**config.mk**
```make
export PLATFORM = sky130hd
export DESIGN_NAME = tpa_timer_accum
export DESIGN_NICKNAME = d
export VERILOG_FILES = /design/src/pkg/tpa_pkg.sv /design/src/tpa_timer_accum.sv
export SDC_FILE = /design/constraint.sdc
export NUM_CORES = 1
export LEC_CHECK = 0
export BUFFER_PORTS_ARGS = -buffer_cell sky130_fd_sc_hd__buf_4
export CORE_MARGIN = 1
export CORE_UTILIZATION = 40
export DETAILED_ROUTE_END_ITERATION = 16
export GPL_TIMING_DRIVEN = 1
export SYNTH_ARGS = -nofsm -noshare
export SYNTH_HDL_FRONTEND = slang
export SYNTH_SLANG_ARGS = --single-unit
```
**constraint.sdc**
```tcl
create_clock -name i_clk_sys -period 7.75 [get_ports i_clk_sys]
set_input_delay 0.775 -clock i_clk_sys [delete_from_list [all_inputs] [get_ports i_clk_sys]]
set_output_delay 0.775 -clock i_clk_sys [all_outputs]
set_load 0.02 [all_outputs]
```
**src/pkg/tpa_pkg.sv**
```systemverilog
// constants for the timer with pulse accumulator
package tpa_pkg;
   // ----------------------------------------
   // bus and register indices (byte addr = 4 * index)
   // ----------------------------------------
   localparam int unsigned ADDR_W      = 8;
   localparam int unsigned IDX_W       = 6;
   localparam int unsigned CNT_W       = 16;
   localparam int unsigned PRESC_W     = 7;
   localparam logic [5:0]  IDX_DIR     = 6'h00;
   localparam logic [5:0]  IDX_FORCE   = 6'h01;
   localparam logic [5:0]  IDX_MASK7   = 6'h02;
   localparam logic [5:0]  IDX_DATA7   = 6'h03;
   localparam logic [5:0]  IDX_TIMER_COUNTER    = 6'h04;
   localparam logic [5:0]  IDX_ACT     = 6'h08;
   localparam logic [5:0]  IDX_CAPEDGE = 6'h0A;
   localparam logic [5:0]  IDX_IRQEN   = 6'h0C;
   localparam logic [5:0]  IDX_CTRL    = 6'h0D;
   localparam logic [5:0]  IDX_CFLG    = 6'h0E;
   localparam logic [5:0]  IDX_PORT    = 6'h0F;
   localparam logic [5:0]  IDX_CHV     = 6'h10;
   localparam logic [5:0]  IDX_ACTL    = 6'h20;
   localparam logic [5:0]  IDX_AFLG    = 6'h21;
   localparam logic [5:0]  IDX_ACNT    = 6'h22;
   // ----------------------------------------
   // field positions
   // ----------------------------------------
   localparam int unsigned CTRL_PSEL   = 0;
   localparam int unsigned CTRL_COUNTER_RESET_ON_MATCH   = 3;
   localparam int unsigned CTRL_FFC    = 4;
   localparam int unsigned CTRL_TEN    = 7;
   localparam int unsigned ACTL_EIE    = 0;
   localparam int unsigned ACTL_OIE    = 1;
   localparam int unsigned ACTL_CLK    = 2;
   localparam int unsigned ACTL_POL    = 4;
   localparam int unsigned ACTL_MODE   = 5;
   localparam int unsigned ACTL_EN     = 6;
   localparam int unsigned AFLG_EDGE   = 0;
   localparam int unsigned AFLG_OVF    = 1;
   // ----------------------------------------
   // encodings and reset values
   // ----------------------------------------
   localparam logic [1:0]  CLK_PRESC   = 2'h0;
   localparam logic [1:0]  CLK_ACC     = 2'h1;
   localparam logic [1:0]  CLK_DIV256  = 2'h2;
   localparam logic [1:0]  CLK_DIV64K  = 2'h3;
   localparam logic [1:0]  ACT_OFF     = 2'h0;
   localparam logic [1:0]  ACT_TOGGLE  = 2'h1;
   localparam logic [1:0]  ACT_CLEAR   = 2'h2;
   localparam logic [1:0]  ACT_SET     = 2'h3;
   localparam int unsigned EDGE_RISE   = 0;
   localparam int unsigned EDGE_FALL   = 1;
   localparam logic [5:0]  DIV64_ALL1  = 6'h3F;
   localparam logic [7:0]  LOW_ALL1    = 8'hFF;
   localparam logic [15:0] CNT_ALL1    = 16'hFFFF;
   localparam logic [15:0] CNT_ZERO    = 16'h0000;
   localparam logic [7:0]  REG8_RST    = 8'h00;
endpackage : tpa_pkg

```
**src/tpa_timer_accum.sv**
```systemverilog
// timer with capture/compare channels and pulse accumulator, apb slave
`timescale 1ns/1ps
`default_nettype none

// Function
// - event mode counts selected edges on channel 7 pin; polarity 0 falling, 1 rising.
// - gated mode counts bus clock divided by 64 while pin at active level.
// - clock select picks prescaler, accumulator clock, clock/256 or clock/65536 for counter.
// - accumulator is 16 bits; wrap from all ones sets overflow flag.
// - accumulator flags clear on writing one; writing zero leaves them.
// - edge flag set by selected edge, or gate trailing edge in gated mode.
// - with fast clear set, any accumulator count access clears both flags.
// - accumulator input is synchronised to bus clock before counting.
// - prescaler divides bus clock by 1 to 128 via three-bit select.
// - input capture channel copies timer counter on active pin edge.
// - capture or compare sets channel flag; enable bit gates its interrupt.
// - compare match sets, clears or toggles pin; both bits zero disconnects.
// - force bit performs compare action at once without setting flag.
// - channel 7 compare overrides others, applying data bits to masked channels.
// - counter reset enable lets channel 7 match reset counter, even in accumulator use.
// - with reset enable and nonzero value, counter runs 0 to value, holds, returns.
// - port bit write on compare pin is latched, driven once pin is general output.
// - with accumulator disabled the counter always uses the prescaler clock.
// - divide-by-64 clock stops while the timer is disabled.
// - edge interrupt enable requests interrupt while edge flag is set.
module tpa_timer_accum #(
   parameter int unsigned NUM_CH = 4
) (
   input  wire logic                       i_clk_sys,
   input  wire logic                       i_arst_n,
   input  wire logic                       i_psel,
   input  wire logic                       i_penable,
   input  wire logic                       i_pwrite,
   input  wire logic [tpa_pkg::ADDR_W-1:0] i_paddr,
   input  wire logic [31:0]                i_pwdata,
   output logic      [31:0]                o_prdata,
   output logic                            o_pready,
   output logic                            o_pslverr,
   input  wire logic [NUM_CH-1:0]          i_chan_pin,
   output logic      [NUM_CH-1:0]          o_chan_pin,
   output logic      [NUM_CH-1:0]          o_chan_pin_oe_n,
   output logic      [NUM_CH-1:0]          o_chan_irq,
   output logic                            o_accum_edge_irq,
   output logic                            o_accum_ovf_irq
);
   import tpa_pkg::*;

   localparam int unsigned TOP = NUM_CH - 1;

   if (NUM_CH < 1 || NUM_CH > 4) begin : g_chk
      $error("NUM_CH must be 1 to 4");
   end

   // ----------------------------------------
   // reset release and pin synchronisers
   // ----------------------------------------
   logic [1:0]        rst_q;
   logic              rst_n;
   logic [NUM_CH-1:0] pin_s1_q;
   logic [NUM_CH-1:0] pin_s2_q;
   logic [NUM_CH-1:0] pin_prev_q;

   always_ff @(posedge i_clk_sys or negedge i_arst_n) begin
      if (!i_arst_n) begin
         rst_q <= 2'h0;
      end else begin
         rst_q <= {rst_q[0], 1'b1};
      end
   end
   assign rst_n = rst_q[1];

   // only the second stage and its delayed copy feed edge logic
   always_ff @(posedge i_clk_sys or negedge rst_n) begin
      if (!rst_n) begin
         pin_s1_q   <= '0;
         pin_s2_q   <= '0;
         pin_prev_q <= '0;
      end else begin
         pin_s1_q   <= i_chan_pin;
         pin_s2_q   <= pin_s1_q;
         pin_prev_q <= pin_s2_q;
      end
   end

   // ----------------------------------------
   // functions
   // ----------------------------------------
   function automatic logic apply_act(input logic [1:0] act, input logic cur);
      case (act)
         ACT_TOGGLE: apply_act = ~cur;
         ACT_CLEAR:  apply_act = 1'b0;
         ACT_SET:    apply_act = 1'b1;
         default:    apply_act = cur;
      endcase
   endfunction : apply_act

   function automatic logic idx_ok(input logic [IDX_W-1:0] idx);
      idx_ok = (idx <= IDX_TIMER_COUNTER) || idx == IDX_ACT || idx == IDX_CAPEDGE
            || (idx >= IDX_IRQEN && idx <= IDX_PORT)
            || (idx >= IDX_CHV && idx < IDX_CHV + 6'(NUM_CH))
            || (idx >= IDX_ACTL && idx <= IDX_ACNT);
   endfunction : idx_ok

   // ----------------------------------------
   // state
   // ----------------------------------------
   logic [NUM_CH-1:0]   dir_q, dir_d, mask7_q, mask7_d, data7_q, data7_d;
   logic [NUM_CH-1:0]   irqen_q, irqen_d, cflg_q, cflg_d, port_q, port_d;
   logic [NUM_CH-1:0]   cmp_q, cmp_d, pin_q, pin_d;
   logic [7:0]          act_q, act_d, capedge_q, capedge_d, ctrl_q, ctrl_d;
   logic [7:0]          actl_q, actl_d;
   logic [1:0]          aflg_q, aflg_d;
   logic [CNT_W-1:0]    timer_counter_q, timer_counter_d, acnt_q, acnt_d;
   logic [CNT_W-1:0]    chv_q [NUM_CH];
   logic [CNT_W-1:0]    chv_d [NUM_CH];
   logic [PRESC_W-1:0]  pcnt_q, pcnt_d;
   logic                upd_q, upd_d;
   logic [31:0]         rdata_q, rdata_d;
   logic                err_q, err_d;

   // ----------------------------------------
   // decode and events
   // ----------------------------------------
   logic [IDX_W-1:0]    idx;
   logic                setup, access, wr, acnt_touch;
   logic                timer_enable, acc_en, gated, pol, sel_edge, gate_on;
   logic                presc_tick, div64, acc_inc, tick, counter_reset_on_match_hit;
   logic [PRESC_W-1:0]  pmask;
   logic [NUM_CH-1:0]   rise, fall, cap_evt, cmp_evt, force_evt;

   assign idx        = i_paddr[IDX_W+1:2];
   assign setup      = i_psel & ~i_penable;
   assign access     = i_psel & i_penable;
   assign wr         = access & i_pwrite & ~err_q;
   assign acnt_touch = access & ~err_q & idx == IDX_ACNT & ctrl_q[CTRL_FFC];
   assign timer_enable        = ctrl_q[CTRL_TEN];
   assign acc_en     = actl_q[ACTL_EN];
   assign gated      = actl_q[ACTL_MODE];
   assign pol        = actl_q[ACTL_POL];
   assign rise       = pin_s2_q & ~pin_prev_q;
   assign fall       = ~pin_s2_q & pin_prev_q;
   // trailing edge of the active gate level is the same edge as event mode
   assign sel_edge   = pol ? rise[TOP] : fall[TOP];
   assign gate_on    = pol ? ~pin_s2_q[TOP] : pin_s2_q[TOP];
   assign pmask      = PRESC_W'((8'h01 << ctrl_q[CTRL_PSEL +: 3]) - 8'h01);
   assign presc_tick = timer_enable & ((pcnt_q & pmask) == pmask);
   assign div64      = timer_enable & (pcnt_q[5:0] == DIV64_ALL1);
   assign acc_inc    = acc_en & (gated ? (div64 & gate_on) : sel_edge);

   always_comb begin
      tick = presc_tick;
      if (acc_en) begin
         case (actl_q[ACTL_CLK +: 2])
            CLK_PRESC:  tick = presc_tick;
            CLK_ACC:    tick = acc_inc;
            CLK_DIV256: tick = acc_inc & (acnt_q[7:0] == LOW_ALL1);
            CLK_DIV64K: tick = acc_inc & (acnt_q == CNT_ALL1);
            default:    tick = presc_tick;
         endcase
      end
      tick = tick & timer_enable;
   end

   // counter holds the channel 7 value for one count period, then wraps
   assign counter_reset_on_match_hit = ctrl_q[CTRL_COUNTER_RESET_ON_MATCH] & (chv_q[TOP] != CNT_ZERO)
                   & (timer_counter_q == chv_q[TOP]);

   for (genvar g = 0; g < NUM_CH; g++) begin : g_evt
      assign cap_evt[g]   = ~dir_q[g] & ((capedge_q[2*g+EDGE_RISE] & rise[g])
                          | (capedge_q[2*g+EDGE_FALL] & fall[g]));
      assign cmp_evt[g]   = dir_q[g] & upd_q & (timer_counter_q == chv_q[g]);
      assign force_evt[g] = wr & idx == IDX_FORCE & i_pwdata[g];
   end

   // ----------------------------------------
   // next state
   // ----------------------------------------
   always_comb begin
      dir_d     = dir_q;
      mask7_d   = mask7_q;
      data7_d   = data7_q;
      irqen_d   = irqen_q;
      port_d    = port_q;
      act_d     = act_q;
      capedge_d = capedge_q;
      ctrl_d    = ctrl_q;
      actl_d    = actl_q;
      chv_d     = chv_q;
      cflg_d    = cflg_q;
      aflg_d    = aflg_q;
      cmp_d     = cmp_q;
      acnt_d    = acnt_q;
      pcnt_d    = timer_enable ? pcnt_q + 1'b1 : '0;
      timer_counter_d    = timer_counter_q;
      upd_d     = tick;
      // software writes first, so hardware events below win over a clear
      if (wr) begin
         case (idx)
            IDX_DIR:     dir_d     = i_pwdata[NUM_CH-1:0];
            IDX_MASK7:   mask7_d   = i_pwdata[NUM_CH-1:0];
            IDX_DATA7:   data7_d   = i_pwdata[NUM_CH-1:0];
            IDX_IRQEN:   irqen_d   = i_pwdata[NUM_CH-1:0];
            IDX_PORT:    port_d    = i_pwdata[NUM_CH-1:0];
            IDX_ACT:     act_d     = i_pwdata[7:0];
            IDX_CAPEDGE: capedge_d = i_pwdata[7:0];
            IDX_CTRL:    ctrl_d    = i_pwdata[7:0];
            IDX_CFLG:    cflg_d    = cflg_q & ~i_pwdata[NUM_CH-1:0];
            IDX_ACTL:    actl_d    = i_pwdata[7:0];
            IDX_AFLG:    aflg_d    = aflg_q & ~i_pwdata[1:0];
            IDX_ACNT:    acnt_d    = i_pwdata[CNT_W-1:0];
            default: begin
               for (int k = 0; k < NUM_CH; k++) begin
                  if (idx == IDX_CHV + 6'(k) && dir_q[k]) begin
                     chv_d[k] = i_pwdata[CNT_W-1:0];
                  end
               end
            end
         endcase
      end
      if (acnt_touch) begin
         aflg_d = 2'h0;
      end
      if (acc_inc && !(wr && idx == IDX_ACNT)) begin
         acnt_d = acnt_q + 1'b1;
         if (acnt_q == CNT_ALL1) begin
            aflg_d[AFLG_OVF] = 1'b1;
         end
      end
      if (acc_en && sel_edge) begin
         aflg_d[AFLG_EDGE] = 1'b1;
      end
      if (tick) begin
         timer_counter_d = counter_reset_on_match_hit ? CNT_ZERO : timer_counter_q + 1'b1;
      end
      for (int k = 0; k < NUM_CH; k++) begin
         if (cap_evt[k]) begin
            chv_d[k] = timer_counter_q;
         end
         if (cap_evt[k] || cmp_evt[k]) begin
            cflg_d[k] = 1'b1;
         end
         if (cmp_evt[k] || force_evt[k]) begin
            cmp_d[k] = apply_act(act_q[2*k +: 2], cmp_q[k]);
         end
      end
      if (dir_q[TOP] && (cmp_evt[TOP] || force_evt[TOP])) begin
         for (int k = 0; k < NUM_CH; k++) begin
            if (mask7_q[k]) begin
               cmp_d[k] = data7_q[k];
            end
         end
      end
      for (int k = 0; k < NUM_CH; k++) begin
         // a disconnected output pin shows the port latch instead
         pin_d[k] = (act_q[2*k +: 2] != ACT_OFF || (mask7_q[k] && dir_q[TOP]))
                  ? cmp_d[k] : port_d[k];
      end
   end

   // ----------------------------------------
   // apb read path, sampled in the setup cycle
   // ----------------------------------------
   always_comb begin
      rdata_d = rdata_q;
      err_d   = err_q;
      if (setup) begin
         err_d   = ~idx_ok(idx) | (i_paddr[1:0] != 2'h0);
         rdata_d = 32'h0000_0000;
         case (idx)
            IDX_DIR:     rdata_d[NUM_CH-1:0] = dir_q;
            IDX_MASK7:   rdata_d[NUM_CH-1:0] = mask7_q;
            IDX_DATA7:   rdata_d[NUM_CH-1:0] = data7_q;
            IDX_TIMER_COUNTER:    rdata_d[CNT_W-1:0]  = timer_counter_q;
            IDX_IRQEN:   rdata_d[NUM_CH-1:0] = irqen_q;
            IDX_CFLG:    rdata_d[NUM_CH-1:0] = cflg_q;
            IDX_PORT:    rdata_d[NUM_CH-1:0] = port_q;
            IDX_ACT:     rdata_d[7:0]        = act_q;
            IDX_CAPEDGE: rdata_d[7:0]        = capedge_q;
            IDX_CTRL:    rdata_d[7:0]        = ctrl_q;
            IDX_ACTL:    rdata_d[7:0]        = actl_q;
            IDX_AFLG:    rdata_d[1:0]        = aflg_q;
            IDX_ACNT:    rdata_d[CNT_W-1:0]  = acnt_q;
            default: begin
               for (int k = 0; k < NUM_CH; k++) begin
                  if (idx == IDX_CHV + 6'(k)) begin
                     rdata_d[CNT_W-1:0] = chv_q[k];
                  end
               end
            end
         endcase
      end
   end

   always_ff @(posedge i_clk_sys or negedge rst_n) begin
      if (!rst_n) begin
         dir_q     <= '0;
         mask7_q   <= '0;
         data7_q   <= '0;
         irqen_q   <= '0;
         port_q    <= '0;
         cflg_q    <= '0;
         cmp_q     <= '0;
         pin_q     <= '0;
         act_q     <= REG8_RST;
         capedge_q <= REG8_RST;
         ctrl_q    <= REG8_RST;
         actl_q    <= REG8_RST;
         aflg_q    <= 2'h0;
         acnt_q    <= CNT_ZERO;
         timer_counter_q    <= CNT_ZERO;
         chv_q     <= '{default: CNT_ZERO};
         pcnt_q    <= '0;
         upd_q     <= 1'b0;
         rdata_q   <= 32'h0000_0000;
         err_q     <= 1'b0;
      end else begin
         dir_q     <= dir_d;
         mask7_q   <= mask7_d;
         data7_q   <= data7_d;
         irqen_q   <= irqen_d;
         port_q    <= port_d;
         cflg_q    <= cflg_d;
         cmp_q     <= cmp_d;
         pin_q     <= pin_d;
         act_q     <= act_d;
         capedge_q <= capedge_d;
         ctrl_q    <= ctrl_d;
         actl_q    <= actl_d;
         aflg_q    <= aflg_d;
         acnt_q    <= acnt_d;
         timer_counter_q    <= timer_counter_d;
         chv_q     <= chv_d;
         pcnt_q    <= pcnt_d;
         upd_q     <= upd_d;
         rdata_q   <= rdata_d;
         err_q     <= err_d;
      end
   end

   // ----------------------------------------
   // outputs
   // ----------------------------------------
   assign o_prdata         = rdata_q;
   assign o_pready         = access;
   assign o_pslverr        = access & err_q;
   assign o_chan_pin       = pin_q;
   assign o_chan_pin_oe_n  = ~dir_q;
   assign o_chan_irq       = cflg_q & irqen_q;
   assign o_accum_edge_irq = aflg_q[AFLG_EDGE] & actl_q[ACTL_EIE];
   assign o_accum_ovf_irq  = aflg_q[AFLG_OVF] & actl_q[ACTL_OIE];

   logic acnt_wr;
   assign acnt_wr = wr & idx == IDX_ACNT;
endmodule : tpa_timer_accum

`default_nettype wire

```
-- Word level (Yosys, flattened, before mapping)
Index checks and enable logic that the tools add are counted.
- $add $sub $neg: 4
- $mul: 0
- divide/modulo/power cells: 0
- $lt $le $gt $ge: 7
- equality and inequality tests: 44
- shift operators: 1
- mux-type cells: 59
- bitwise operators: 72
- reductions and logical operators: 82
- operators with widths (cell ; count):
    2-to-1 mux 16 bit ; 16
    2-to-1 mux 64 bit ; 2
    equality test 16 bit ; 4
    one-hot mux 2 bit (13 select lines) ; 2
    nonzero test 2 bit ; 23
    bitwise AND 1 bit ; 44
    equality test 6 x 4 -> 1 bit, second input constant ; 6
    adder 16 x 1 -> 16 bit, second input constant ; 2
    one-hot mux 4 bit (7 select lines) ; 1
    AND reduction 2 bit ; 14
    equality test 6 x 5 -> 1 bit, second input constant ; 4
    equality test 6 bit, second input constant ; 4
    one-hot mux 8 bit (3 select lines) ; 1
    2-to-1 mux 1 bit ; 23
    equality test 2 bit, second input constant ; 10
    2-to-1 mux 4 bit ; 5
    logical OR 1 bit ; 17
    bitwise AND 4 bit ; 4
    equality test 16 bit, second input constant ; 1
    NOT 4 bit ; 4
    nonzero test 16 bit ; 1
    logical AND 1 bit ; 15
    equality test 6 x 2 -> 1 bit, second input constant ; 2
    NOT 1 bit ; 12
    other kinds (32) ; 52
- register bits after elaboration: 201
- latch bits: 0
- RAM bits: 0
- bits in read-only memories: 0
- input port bits: 49
- output and inout bits: 48
- logic and storage cells: 300
- memories: 0

-- Depth between registers and ports, before layout
Gate-level depths: netlist of the first run.
- depth after elaboration: 10
- gate-level depth with buffers: 12
- depth with buffers taken out: 9

-- Least setup slack after synthesis of the first run
Ideal clock, no wire load.
- path type: input to register
- start: in i_paddr[2] (netlist bit)
- end: reg rdata_q[10], in the netlist o_prdata[10]
- library setup time: 0.134 ns
- data arrival time: 2.531 ns
- data required time: 7.616 ns
- path slack: 5.085 ns
- cell stages on the path: 8
- buffers on the path: 3
- cell sequence: clkbuf_1 buf_1 buf_2 mux2_2 a22oi_1 nor2_1 a211oi_1 o21ai_0
- cells in the longest elaborated chain, start to end: 6
- RTL lines (item ; line ; source):
    start: declaration ; tpa_timer_accum.sv:34 ; input wire logic [tpa_pkg::ADDR_W-1:0] i_paddr,
    equality test 6 x 5 -> 1 bit ; tpa_timer_accum.sv:285 ; if (idx == IDX_CHV + 6'(k)) begin
    2-to-1 mux 16 bit (4 in series) ; tpa_timer_accum.sv:285 ;
    one-hot mux 8 bit (3 select lines) (*) ; tpa_timer_accum.sv:269 ; case (idx)
    end signal: assignment ; tpa_timer_accum.sv:335 ; rdata_q <= rdata_d;
    end: declaration ; tpa_timer_accum.sv:118 ; logic [31:0] rdata_q, rdata_d;
Every way passes the cells marked *; elsewhere a longest branch is shown, timed or not.
A chain may end at the register's enable or synchronous reset.

-- Final worst setup path of the first run
- start: in i_paddr[4] (netlist bit)
- end: reg chv_q[58] (netlist bit)
- cells in the longest elaborated chain, start to end: 4
- RTL lines (item ; line ; source):
    equality test 6 bit (tied with other cells) ; tpa_timer_accum.sv:198 ; case (idx)
    OR reduction 12 bit (no source line) or logical AND 1 bit (tied branches) ; -- ;
    inequality test 2 x 1 -> 1 bit (no source line) or nonzero test 2 bit (tied branches) ; -- ;
    AND reduction 3 bit (no source line) (*) ; -- ;
    end signal: assignment ; tpa_timer_accum.sv:332 ; chv_q <= chv_d;
    end: declaration ; tpa_timer_accum.sv:114 ; logic [CNT_W-1:0] chv_q [NUM_CH];
Marked as above.

==> results of run 1 <==
==> cells in the mapped netlist (24+ instances only) <==
master    instances  area, µm²
xnor2_1          67        587
mux2i_1          49        490
mux2_2           38        428
a22oi_1          29        218
nand3_1          31        155
nand2_1         131        492
o21ai_0         120        601
dfrtp_1         201       5030
nor2_1           69        259
nor3b_1          24        180
a21oi_1          32        160
clkbuf_1         61        229
==> logic make-up (layout without fill, tap and decap cells) <==
| kind of cell | count (synthesis) | in the layout | synth area share |
|---|---|---|---|
| xor gates and xnor gates | 84 | 84 | 0.0655 |
| muxes | 95 | 95 | 0.0978 |
| other | 2 | 17 | 0.000669 |
| buffers and inverters | 122 | 139 | 0.0506 |
| adders and majority gates | 4 | 4 | 0.00446 |
| AOI/OAI and AO/OA | 287 | 287 | 0.168 |
| and+or+nand+nor | 373 | 373 | 0.165 |
| DFF | 201 | 201 | 0.448 |
==> metal layers <==
metal	vias to the layer above	wire [µm]	track usage
met4	0	753	0.0654
met3	47	2400	0.0354
met2	337	14900	0.361
met5	-	0	0
li1	4200	-	-
met1	4491	15400	0.345
==> power by group <==
part | internal, µW | switching, µW
sequential | 1160 | 140
clock | 656 | 446
combinational | 196 | 224
total | 2010 | 810
==> critical path, cell delays in order <==
cell	delay, ps
buf_4	150
nor2_1	260
nand3b_1	450
nor2_1	790
and3_1	1020
nor3b_1	110
a221o_1	300
==> metrics by stage <==
stage / cell area, µm² / utilization / power [µW] / std cells
2_1_floorplan: 11300 / - / 1580 / 1183
3_3_place_gp: 11900 / 0.435 / 1720 / 1528
3_5_place_dp: 11900 / 0.435 / 1730 / 1528
4_1_cts: 12600 / 0.464 / 2840 / 1572
5_1_grt: 12600 / 0.464 / 2940 / 1572
6_report: 12600 / 0.464 / 2820 / 1572
==> layout by cell type (no fill, tap or decap), types with 7 or more instances in the layout <==
cell,synthesis,final
nor2b_1,11,11
nor2_1,69,68
xnor2_1,67,67
a222oi_1,8,8
mux4_2,8,8
inv_1,19,19
mux2i_1,49,49
nand2_1,131,131
o31ai_1,7,7
a22oi_1,29,29
nor3b_1,24,23
clkbuf_16,0,25
buf_4,17,75
clkbuf_8,0,7
nor3_1,8,8
dfrtp_1,201,200
nand2b_1,12,12
nand3b_1,13,13
conb_1,2,17
nand4_1,21,21
a31oi_1,12,12
a211oi_1,11,11
a22o_1,9,9
a21oi_1,32,29
o21ai_0,120,120
and3_1,15,15
a221o_1,21,21
xor2_1,17,17
mux2_2,38,38
and2_1,13,13
nand3_1,31,31
==> state kept, by name, summed over array words and instances (netlist names), 7 cells and up <==
register / flops
acnt_q: 16
act_q: 8
actl_q: 8
capedge_q: 8
chv_q: 64
ctrl_q: 8
o_prdata: 16
pcnt_q: 7
timer_counter_q: 16
==> final timing paths <==
kind / startpoint / endpoint / slack (ps)
setup / recovery: i_paddr[4] / chv_q[58] / 4280
hold / removal: i_arst_n / rst_q[1] / 40
setup reg to reg: ctrl_q[0] / timer_counter_q[0] / 4400
hold reg to reg: pin_s1_q[2] / pin_s2_q[2] / 350
max in group asynchronous: rst_q[1] / timer_counter_q[11] / 6080
min in group i_clk_sys: pin_s1_q[2] / pin_s2_q[2] / 350
==> cell type report <==
cell class	count	area [µm²]
Clock buffer	38	744
Clock inverter	6	32.5
Tap cell	372	465
Fill cell	2629	14600
Multi-Input combinational cell	860	5710
Timing Repair Buffer	76	583
Inverter	19	71.3
Sequential cell	201	5030
==> results by group, run 1 <==
Hold path
  – Worst min-delay path category: in -> async

Synth
  – Leading register cell type out of synthesis: dfrtp_1
  – Mean instance size in the synthesized netlist: around 9.6 µm²
  – Total standard cell area after synthesis: between 0.01 and 0.015 mm²
  – Sequential share of the synthesized area: 0.448
  – Number of synthesized flops with an enable pin: 0
  – Async set-reset flop share out of synthesis: 1.00
  – #FFs+latches synth: between 200 and 250
  – Synthesized instance count: 1168
  – Count of different cell masters after synthesis: 69
  – Number of warnings issued by yosys: 0

Placement
  – Final estimated routing congestion in global placement: between 0.9 and 1
  – IO buf count: 64
  – Detailed-placement wirelength estimate: about 24 mm
  – Worst setup timing slack at the placement stage: around 3800 ps

Global route
  – Global-route wire length before repair: 51.7 mm
  – Pin count of the biggest net entering global routing: 139
  – Vias in the first global route: about 8600
  – Total track usage: 0.236
  – Aggregate global routing overflow: 0
  – Antenna violations before repair: 0

Route
  – Count of vias placed by the detailed router: 9075
  – Number of violations reported at the end of detailed-routing iteration 0: 844
  – Overall routed net length: between 30 and 40 mm
  – Antenna-violating nets left: 0
  – Remaining design rule violation count: 0
  – Number of iterations in the first detailed-routing pass: 5
  – Routed vias/inst: between 5 and 6
  – Avg WL per Cell: 21.3 µm

Die
  – Site row count: 60
  – I/O Pins: 97
  – Area of the core: 0.0273 mm²
  – Width of the chip: between 150 and 200 µm
  – Die boundary height: between 150 and 200 µm
  – Die area: 0.0288 mm²
  – Initial cell density of the core: 0.412

Clock network
  – CTS tree: yes
  – Clock network latency to the later pin of the worst-skew pair: between 500 and 600 ps
  – Sink Count: approximately 200
  – Hold-fix buffer count after cts: 0
  – Number of buffers between clock root and the deepest sink: 3
  – Register clock-pin slew on the reported worst setup and hold paths: roughly 60 ps
  – Setup repair bufs after CTS: 0
  – Inserted Clock Buffers: 24
  – # resized after CTS: 0
  – Depth of the CTS H-tree: 1
  – Buffer cell driving the clock tree root: clkbuf_16

Finish
  – Fraction of layout cells with a size suffix above 1: 0.146
  – NumNets Final: 1235
  – Antenna fix cells: 0
  – Layout Area Growth over Synthesis: 12.5%

Timing
  – Hold Slack: roughly 36 ps
  – Worst Slack Setup Final: between 4000 and 5000 ps
  – Final period demand of the worst path: roughly 3500 ps
  – Achievable Freq: about 290 MHz
  – Setup total negative slack: 0 ps
  – Unrepaired setup endpoints after global routing: no
  – Remaining max-slew budget at the tightest pin: 0.196
  – Final Max Tran Viols: 0
  – Total count of hold-check failures in the final report: 0
  – Slew at the pin closest to its max-slew limit: approximately 1200 ps
  – Portion of the clock cycle consumed by the worst path in the final layout: 0.448
  – # setup viols final: 0
  – Post-Route Skew: a little under 10 ps

Critical path
  – Kind of start point of the critical path: primary input
  – Crit path DAT: approximately 3900 ps
  – Max Fanout on Critical Path: 29
  – Endpoint required time on the critical path: around 8000 ps
  – Type of the worst setup path: in -> reg
  – Depth of the worst register-to-register path: 8
  – Type of destination of the critical path: flop

Power
  – Leakage power figure: between 0.004 and 0.005 µW
  – Pwr Density: 223 mW/mm²
  – Peak supply drop: ~0.13 mV

Run
  – Number of violations of the max-capacitance limit: 0

Run status
  – Result of the run: finished, final reports clean
Note: power is estimated with default switching activity, not from simulation.
==> run 2: changes to the inputs <==
==> constraint.sdc (replaced) <==
create_clock -name i_clk_sys -period 2.9 [get_ports i_clk_sys]
set_input_delay 0.29 -clock i_clk_sys [delete_from_list [all_inputs] [get_ports i_clk_sys]]
set_output_delay 0.29 -clock i_clk_sys [all_outputs]
set_load 0.02 [all_outputs]
==> results by group, run 2 (synthesis gave the netlist of run 1 again) <==
Route
  – Number of iterations in the first detailed-routing pass: 5 (unchanged)
  – Routed vias/inst: 5.72 (-0.89%)
  – Overall routed net length: 34.3 mm (+2.5%)
  – Count of vias placed by the detailed router: 9252 (+2.0%)
  – Number of violations reported at the end of detailed-routing iteration 0: 822 (-2.6%)
  – Remaining design rule violation count: 0 (unchanged)
  – Avg WL per Cell: 21.2 µm (-0.36%)
  – Antenna-violating nets left: 0 (unchanged)

Critical path
  – Cell family contributing the most delay on the critical path: compound AO/OA/AOI/OAI gates
  – Setup slack, reg-to-reg: 250 ps (-4150 ps)
  – Source of the worst register-to-register timing path: ctrl_q[0]
  – Crit path DAT: 3070 ps (-800 ps)
  – Delay of the slowest cell on the worst path: 470 ps (-550 ps)
  – Endpoint required time on the critical path: 3320 ps (-4830 ps)
  – Type of destination of the critical path: flop
  – Reg2Reg Capture Point: timer_counter_q[9]
  – Kind of start point of the critical path: flop
  – Max Fanout on Critical Path: 15 (-48%)
  – Count of buffer and inverter cells on the critical path: 0 (-1)
  – Slowest-stage cell, CP: a311o_1
  – Type of the worst setup path: reg -> reg
  – Crit path cell chain: or3_4 > ha_1 > a21boi_0 > o2111ai_1 > o311ai_0 > a311o_1 > or2_4 > o41ai_2
  – Depth of the worst register-to-register path: 8 (unchanged)

Placement
  – Final estimated routing congestion in global placement: 0.952 (+2.7%)
  – IO buf count: 64 (unchanged)
  – Detailed-placement wirelength estimate: 25.0 mm (+5.2%)
  – Post-placement cell count: 1569 (+2.7%)

Timing
  – Post-Route Skew: 7.41 ps (-2.36 ps)
  – Slew at the pin closest to its max-slew limit: 1210 ps (+8.36 ps)
  – Setup total negative slack: 0 ps (unchanged)
  – Unrepaired setup endpoints after global routing: no
  – Achievable Freq: about 380 MHz
  – Remaining max-slew budget at the tightest pin: 0.190 (-0.00558)
  – Total count of hold-check failures in the final report: 0 (unchanged)
  – # setup viols final: 0 (unchanged)
  – Final Max Tran Viols: 0 (unchanged)
  – Final period demand of the worst path: 2650 ps
  – Portion of the clock cycle consumed by the worst path in the final layout: 0.913

Finish
  – Reg area: 0.00503 mm² (unchanged)
  – Fraction of layout cells with a size suffix above 1: 0.174 (+0.0285)
  – Antenna fix cells: 0 (unchanged)
  – Top reg by flops: chv_q
  – Most frequent cells in the layout: dfrtp_1 (200), nand2_1 (131), o21ai_0 (120), buf_4 (114), nor2_1 (68)
  – Area of the multi-input gates: 0.00571 mm² (about the same)
  – Number of cells in the finished layout apart from fillers: 1617 (+2.9%)
  – Most common library cell in the layout ignoring fill and taps: dfrtp_1
  – Largest register FFs: 64 (unchanged)
  – Layout Area Growth over Synthesis: 16.4%
  – NumNets Final: 1281 (+3.7%)
  – Number of fillers in the final layout: 2564 (-2.5%)

Clock network
  – Buffer cell driving the clock tree root: clkbuf_16
  – Depth of the CTS H-tree: 1 (unchanged)
  – CTS tree: yes
  – Register clock-pin slew on the reported worst setup and hold paths: 60 ps (about the same)
  – Clock network latency to the later pin of the worst-skew pair: 520 ps (about the same)
  – Inserted Clock Buffers: 24 (unchanged)
  – Number of buffers between clock root and the deepest sink: 3 (unchanged)
  – Sink Count: 201 (unchanged)

Global route
  – Vias in the first global route: 8855 (+3.1%)
  – Antenna violations before repair: 1 (+1)
  – Pin count of the biggest net entering global routing: 95 (-32%)
  – Global-route wire length before repair: 53.0 mm (+2.5%)
  – Total track usage: 0.243 (+0.00710)
  – Aggregate global routing overflow: 0 (unchanged)

Power
  – Pwr Density: 593 mW/mm² (+170%)
  – Peak supply drop: 0.375 mV (+180%)
  – Leakage power figure: 0.00525 µW (+5.3%)

Run
  – Number of violations of the max-capacitance limit: 0 (unchanged)

Hold path
  – Worst min-delay path category: in -> reg
  – WHS Path Cells: 3
  – Worst-case hold path end point: err_q
  – Hold Startpoint: i_paddr[0]

Die
  – Area of the core: 0.0273 mm² (unchanged)
  – I/O Pins: 97 (unchanged)
  – Die area: 0.0288 mm² (unchanged)
  – Width of the chip: 170 µm (unchanged)
  – Site row count: 60 (unchanged)
  – Die boundary height: 170 µm (unchanged)
  – Initial cell density of the core: 0.412 (unchanged)

Run status
  – Result of the run: finished, final reports clean
[run 2: cell count changes in the layout (fill, tap and decap cells not counted), sizes merged]
cell and change:
buf +41, dlygate4sd3 +5, bufinv +2, clkinv -2, clkbuf -1
[run 2: cell type report]
class | instances | share of cell area
multi-input cells | 860 | 0.437
inverters | 19 | 0.00546
clock buffers | 37 | 0.0567
repair buffers | 122 | 0.0739
well taps | 372 | 0.0356
clock inverters | 6 | 0.00632
flip-flops and latches | 201 | 0.385
[run 2: worst max path at each step]
stage	startpoint	to	slack, ps	depth (start not counted)
after floorplan	ctrl_q[1]	timer_counter_q[13]	270	11
after global placement	ctrl_q[0]	timer_counter_q[9]	90	8
after detailed placement	ctrl_q[0]	timer_counter_q[7]	60	8
after CTS	ctrl_q[0]	timer_counter_q[9]	60	8
after global routing	ctrl_q[0]	timer_counter_q[9]	120	8
final	ctrl_q[0]	timer_counter_q[9]	250	8
[run 2: stage by stage]
step	instance area (µm²)	total power (µW)	setup WS [ps]	hold slack, ps	util
detailed placement	12200	4670	62.7	73.8	0.447
finish	13100	7760	251	51.3	0.480
global placement	12200	4640	87.5	72.9	0.447
floorplan	11300	4210	268	-5.59	-
CTS	13100	7790	61.0	49.2	0.480
global route	13100	8070	122	65.3	0.480
[run 2: worst reg2reg max path: stages (launching register included)]
cell and delay, ps:
dfrtp_1 370, or3_4 400, ha_1 240, a21boi_0 130, o2111ai_1 110, o311ai_0 160, a311o_1 470, or2_4 380
o41ai_2 290
[run 2: report_power, final]
group          leakage [µW]  internal [µW]  switching, µW
clock              0.000404           1920           1190
sequential          0.00250           3100            354
combinational       0.00235            551            640
total               0.00525           5570           2180
[run 2: repair_timing]
action / CTS / global route
setup endpoints to repair: 0 / 15
hold endpoints to repair: 6 / 0
hold buffers: 5 / 0
resized for setup: 0 / 2
setup buffers: 0 / 0
[run 2: layer usage]
layer,global-route usage,vias to the layer above,share of wire
met5,0,-,0.00026
met4,0.0674,2,0.022
met3,0.0487,43,0.091
met2,0.368,378,0.44
met1,0.351,4539,0.45
li1,-,4290,-
==> run 3: changes to the inputs <==
==> constraint.sdc (replaced) <==
create_clock -name i_clk_sys -period 2.9 [get_ports i_clk_sys]
set_input_delay 0.58 -clock i_clk_sys [delete_from_list [all_inputs] [get_ports i_clk_sys]]
set_output_delay 0.58 -clock i_clk_sys [all_outputs]
set_load 0.02 [all_outputs]
==> results by group, run 3 (synthesis gave the netlist of run 1 again) <==
Timing
  – Unrepaired setup endpoints after global routing: no
  – Remaining max-slew budget at the tightest pin: 0.164 (-0.0265)
  – # setup viols final: 0 (unchanged)
  – Portion of the clock cycle consumed by the worst path in the final layout: 0.905 (-0.00853)
  – Slew at the pin closest to its max-slew limit: 1250 ps (+39.7 ps)
  – Achievable Freq: 381 MHz (+0.94%)
  – Hold Slack: 161 ps (+110 ps)
  – Post-Route Skew: 9.43 ps (+2.02 ps)
  – Total count of hold-check failures in the final report: 0 (unchanged)
  – Final Max Tran Viols: 0 (unchanged)
  – Setup total negative slack: 0 ps (unchanged)
  – Final period demand of the worst path: 2620 ps (-24.7 ps)

Finish
  – Number of cells in the finished layout apart from fillers: 1624 (+0.43%)
  – Most frequent cells in the layout: dfrtp_1 (200), nand2_1 (131), buf_4 (121), o21ai_0 (120), nor2_1 (68)
  – Top reg by flops: chv_q
  – Most common library cell in the layout ignoring fill and taps: dfrtp_1
  – NumNets Final: 1287 (+0.47%)
  – Largest register FFs: 64 (unchanged)
  – Antenna fix cells: 0 (unchanged)
  – Layout Area Growth over Synthesis: 17.5%
  – Fraction of layout cells with a size suffix above 1: 0.185 (+0.0102)

Global route
  – Antenna violations before repair: 0 (-1)
  – Global-route wire length before repair: 53.8 mm (+1.6%)
  – Total track usage: 0.244 (+0.00165)
  – Vias in the first global route: 9019 (+1.9%)
  – Pin count of the biggest net entering global routing: 63 (-34%)
  – Aggregate global routing overflow: 0 (unchanged)

Critical path
  – Source of the worst register-to-register timing path: ctrl_q[0]
  – Depth of the worst register-to-register path: 8 (unchanged)
  – Reg2Reg Capture Point: timer_counter_q[5]
  – Slowest-stage cell, CP: a311o_1
  – Cell family contributing the most delay on the critical path: compound AO/OA/AOI/OAI gates
  – Endpoint required time on the critical path: 3320 ps (about the same)
  – Kind of start point of the critical path: flop
  – Delay of the slowest cell on the worst path: 460 ps (about the same)
  – Worst setup path endpoint: timer_counter_q[5]
  – Count of buffer and inverter cells on the critical path: 0 (unchanged)
  – Max Fanout on Critical Path: 15 (unchanged)
  – Type of destination of the critical path: flop
  – Startpoint of the worst setup timing path: ctrl_q[0]
  – Crit path DAT: 3040 ps (-30 ps)
  – Crit path cell chain: or3_4 > ha_1 > a21boi_0 > o2111ai_1 > o311ai_0 > a311o_1 > or2_4 > o41ai_2
  – Type of the worst setup path: reg -> reg
  – Count of cell instances traversed by the critical path: 8 (unchanged)
  – Setup slack, reg-to-reg: 280 ps (+20 ps)

Route
  – Number of iterations in the first detailed-routing pass: 8 (+3)
  – Avg WL per Cell: 21.1 µm (-0.56%)
  – Antenna-violating nets left: 0 (unchanged)
  – Routed vias/inst: 5.69 (-0.51%)
  – Count of vias placed by the detailed router: 9245 (-0.076%)
  – Remaining design rule violation count: 0 (unchanged)
  – Number of violations reported at the end of detailed-routing iteration 0: 859 (+4.5%)
  – Overall routed net length: 34.3 mm (-0.13%)

Hold path
  – WHS Path Cells: 1 (-2)
  – Worst min-delay path category: in -> reg

Clock network
  – CTS tree: yes
  – Clock network latency to the later pin of the worst-skew pair: 530 ps (about the same)
  – Inserted Clock Buffers: 24 (unchanged)
  – Sink Count: 201 (unchanged)
  – Setup repair bufs after CTS: 0 (unchanged)
  – Register clock-pin slew on the reported worst setup and hold paths: 60 ps (about the same)
  – Depth of the CTS H-tree: 1 (unchanged)
  – Buffer cell driving the clock tree root: clkbuf_16
  – Number of buffers between clock root and the deepest sink: 3 (unchanged)

Die
  – Width of the chip: 170 µm (unchanged)
  – Initial cell density of the core: 0.412 (unchanged)
  – I/O Pins: 97 (unchanged)
  – Die area: 0.0288 mm² (unchanged)
  – Site row count: 60 (unchanged)
  – Area of the core: 0.0273 mm² (unchanged)
  – Die boundary height: 170 µm (unchanged)

Placement
  – Final estimated routing congestion in global placement: 0.919 (-3.5%)
  – Post-placement cell count: 1579 (+0.64%)
  – IO buf count: 64 (unchanged)
  – Detailed-placement wirelength estimate: 25.0 mm (+0.12%)

Power
  – Peak supply drop: 0.354 mV (-5.7%)
  – Pwr Density: 605 mW/mm² (+1.9%)
  – Power after layout: 7990 µW (+3.0%)
  – Leakage power figure: 0.00531 µW (+1.2%)

Run
  – Number of violations of the max-capacitance limit: 0 (unchanged)

Run status
  – Result of the run: finished, final reports clean
run 3: cell count changes in the layout (fill, tap and decap cells not counted), sizes merged:
cell,delta
buf,+10
clkinvlp,+2
clkbuf,-4
inv,+1
dlygate4sd3,-4
bufinv,+2
run 3: worst min path at each step:
stage                        from          end  slack (ps)
floorplan                i_arst_n     rst_q[0]         280
global placement      pin_s1_q[1]  pin_s2_q[1]         330
detailed placement       rst_q[0]     rst_q[1]         340
CTS                 i_chan_pin[3]  pin_s1_q[3]         150
global route        i_chan_pin[3]  pin_s1_q[3]         150
finish              i_chan_pin[2]  pin_s1_q[2]         160
run 3: cell type report:
cell class                      instances  area, µm²
Fill cell                            2576      14000
Multi-Input combinational cell        860       5710
Sequential cell                       201       5030
Timing Repair Buffer                  128       1040
Clock buffer                           33        716
Tap cell                              372        465
Clock inverter                         11        166
Inverter                               19       71.3
run 3: through the flow:
| stage | utilization | area, µm² | setup slack (ps) |
|---|---|---|---|
| finish | 0.484 | 13200 | 276 |
| global route | 0.484 | 13200 | 112 |
| CTS | 0.484 | 13200 | 93.9 |
| detailed placement | 0.452 | 12300 | 106 |
| global placement | 0.452 | 12300 | 104 |
| floorplan | - | 11300 | 268 |
run 3: power by group:
part	internal, µW	leakage [µW]	total (µW)	switching, µW
registers	3100	0.00250	3470	372
logic	565	0.00238	1190	624
clock network	2080	0.000427	3330	1250
run 3: what timing repair did:
item / in CTS / in global routing
gates resized for setup: 0 / 2
hold buffers: 1 / 0
endpoints found under the setup margin: 0 / 15
hold endpoints to repair: 2 / 0
run 3: layer usage:
metal | up-vias | track usage | wire length (µm) | part of all wire
met3 | 56 | 0.0282 | 2120 | 0.062
li1 | 4302 | - | - | -
met4 | 0 | 0.0732 | 827 | 0.024
met1 | 4588 | 0.364 | 16100 | 0.47
met5 | - | 0 | 0 | 0
met2 | 299 | 0.371 | 15200 | 0.44
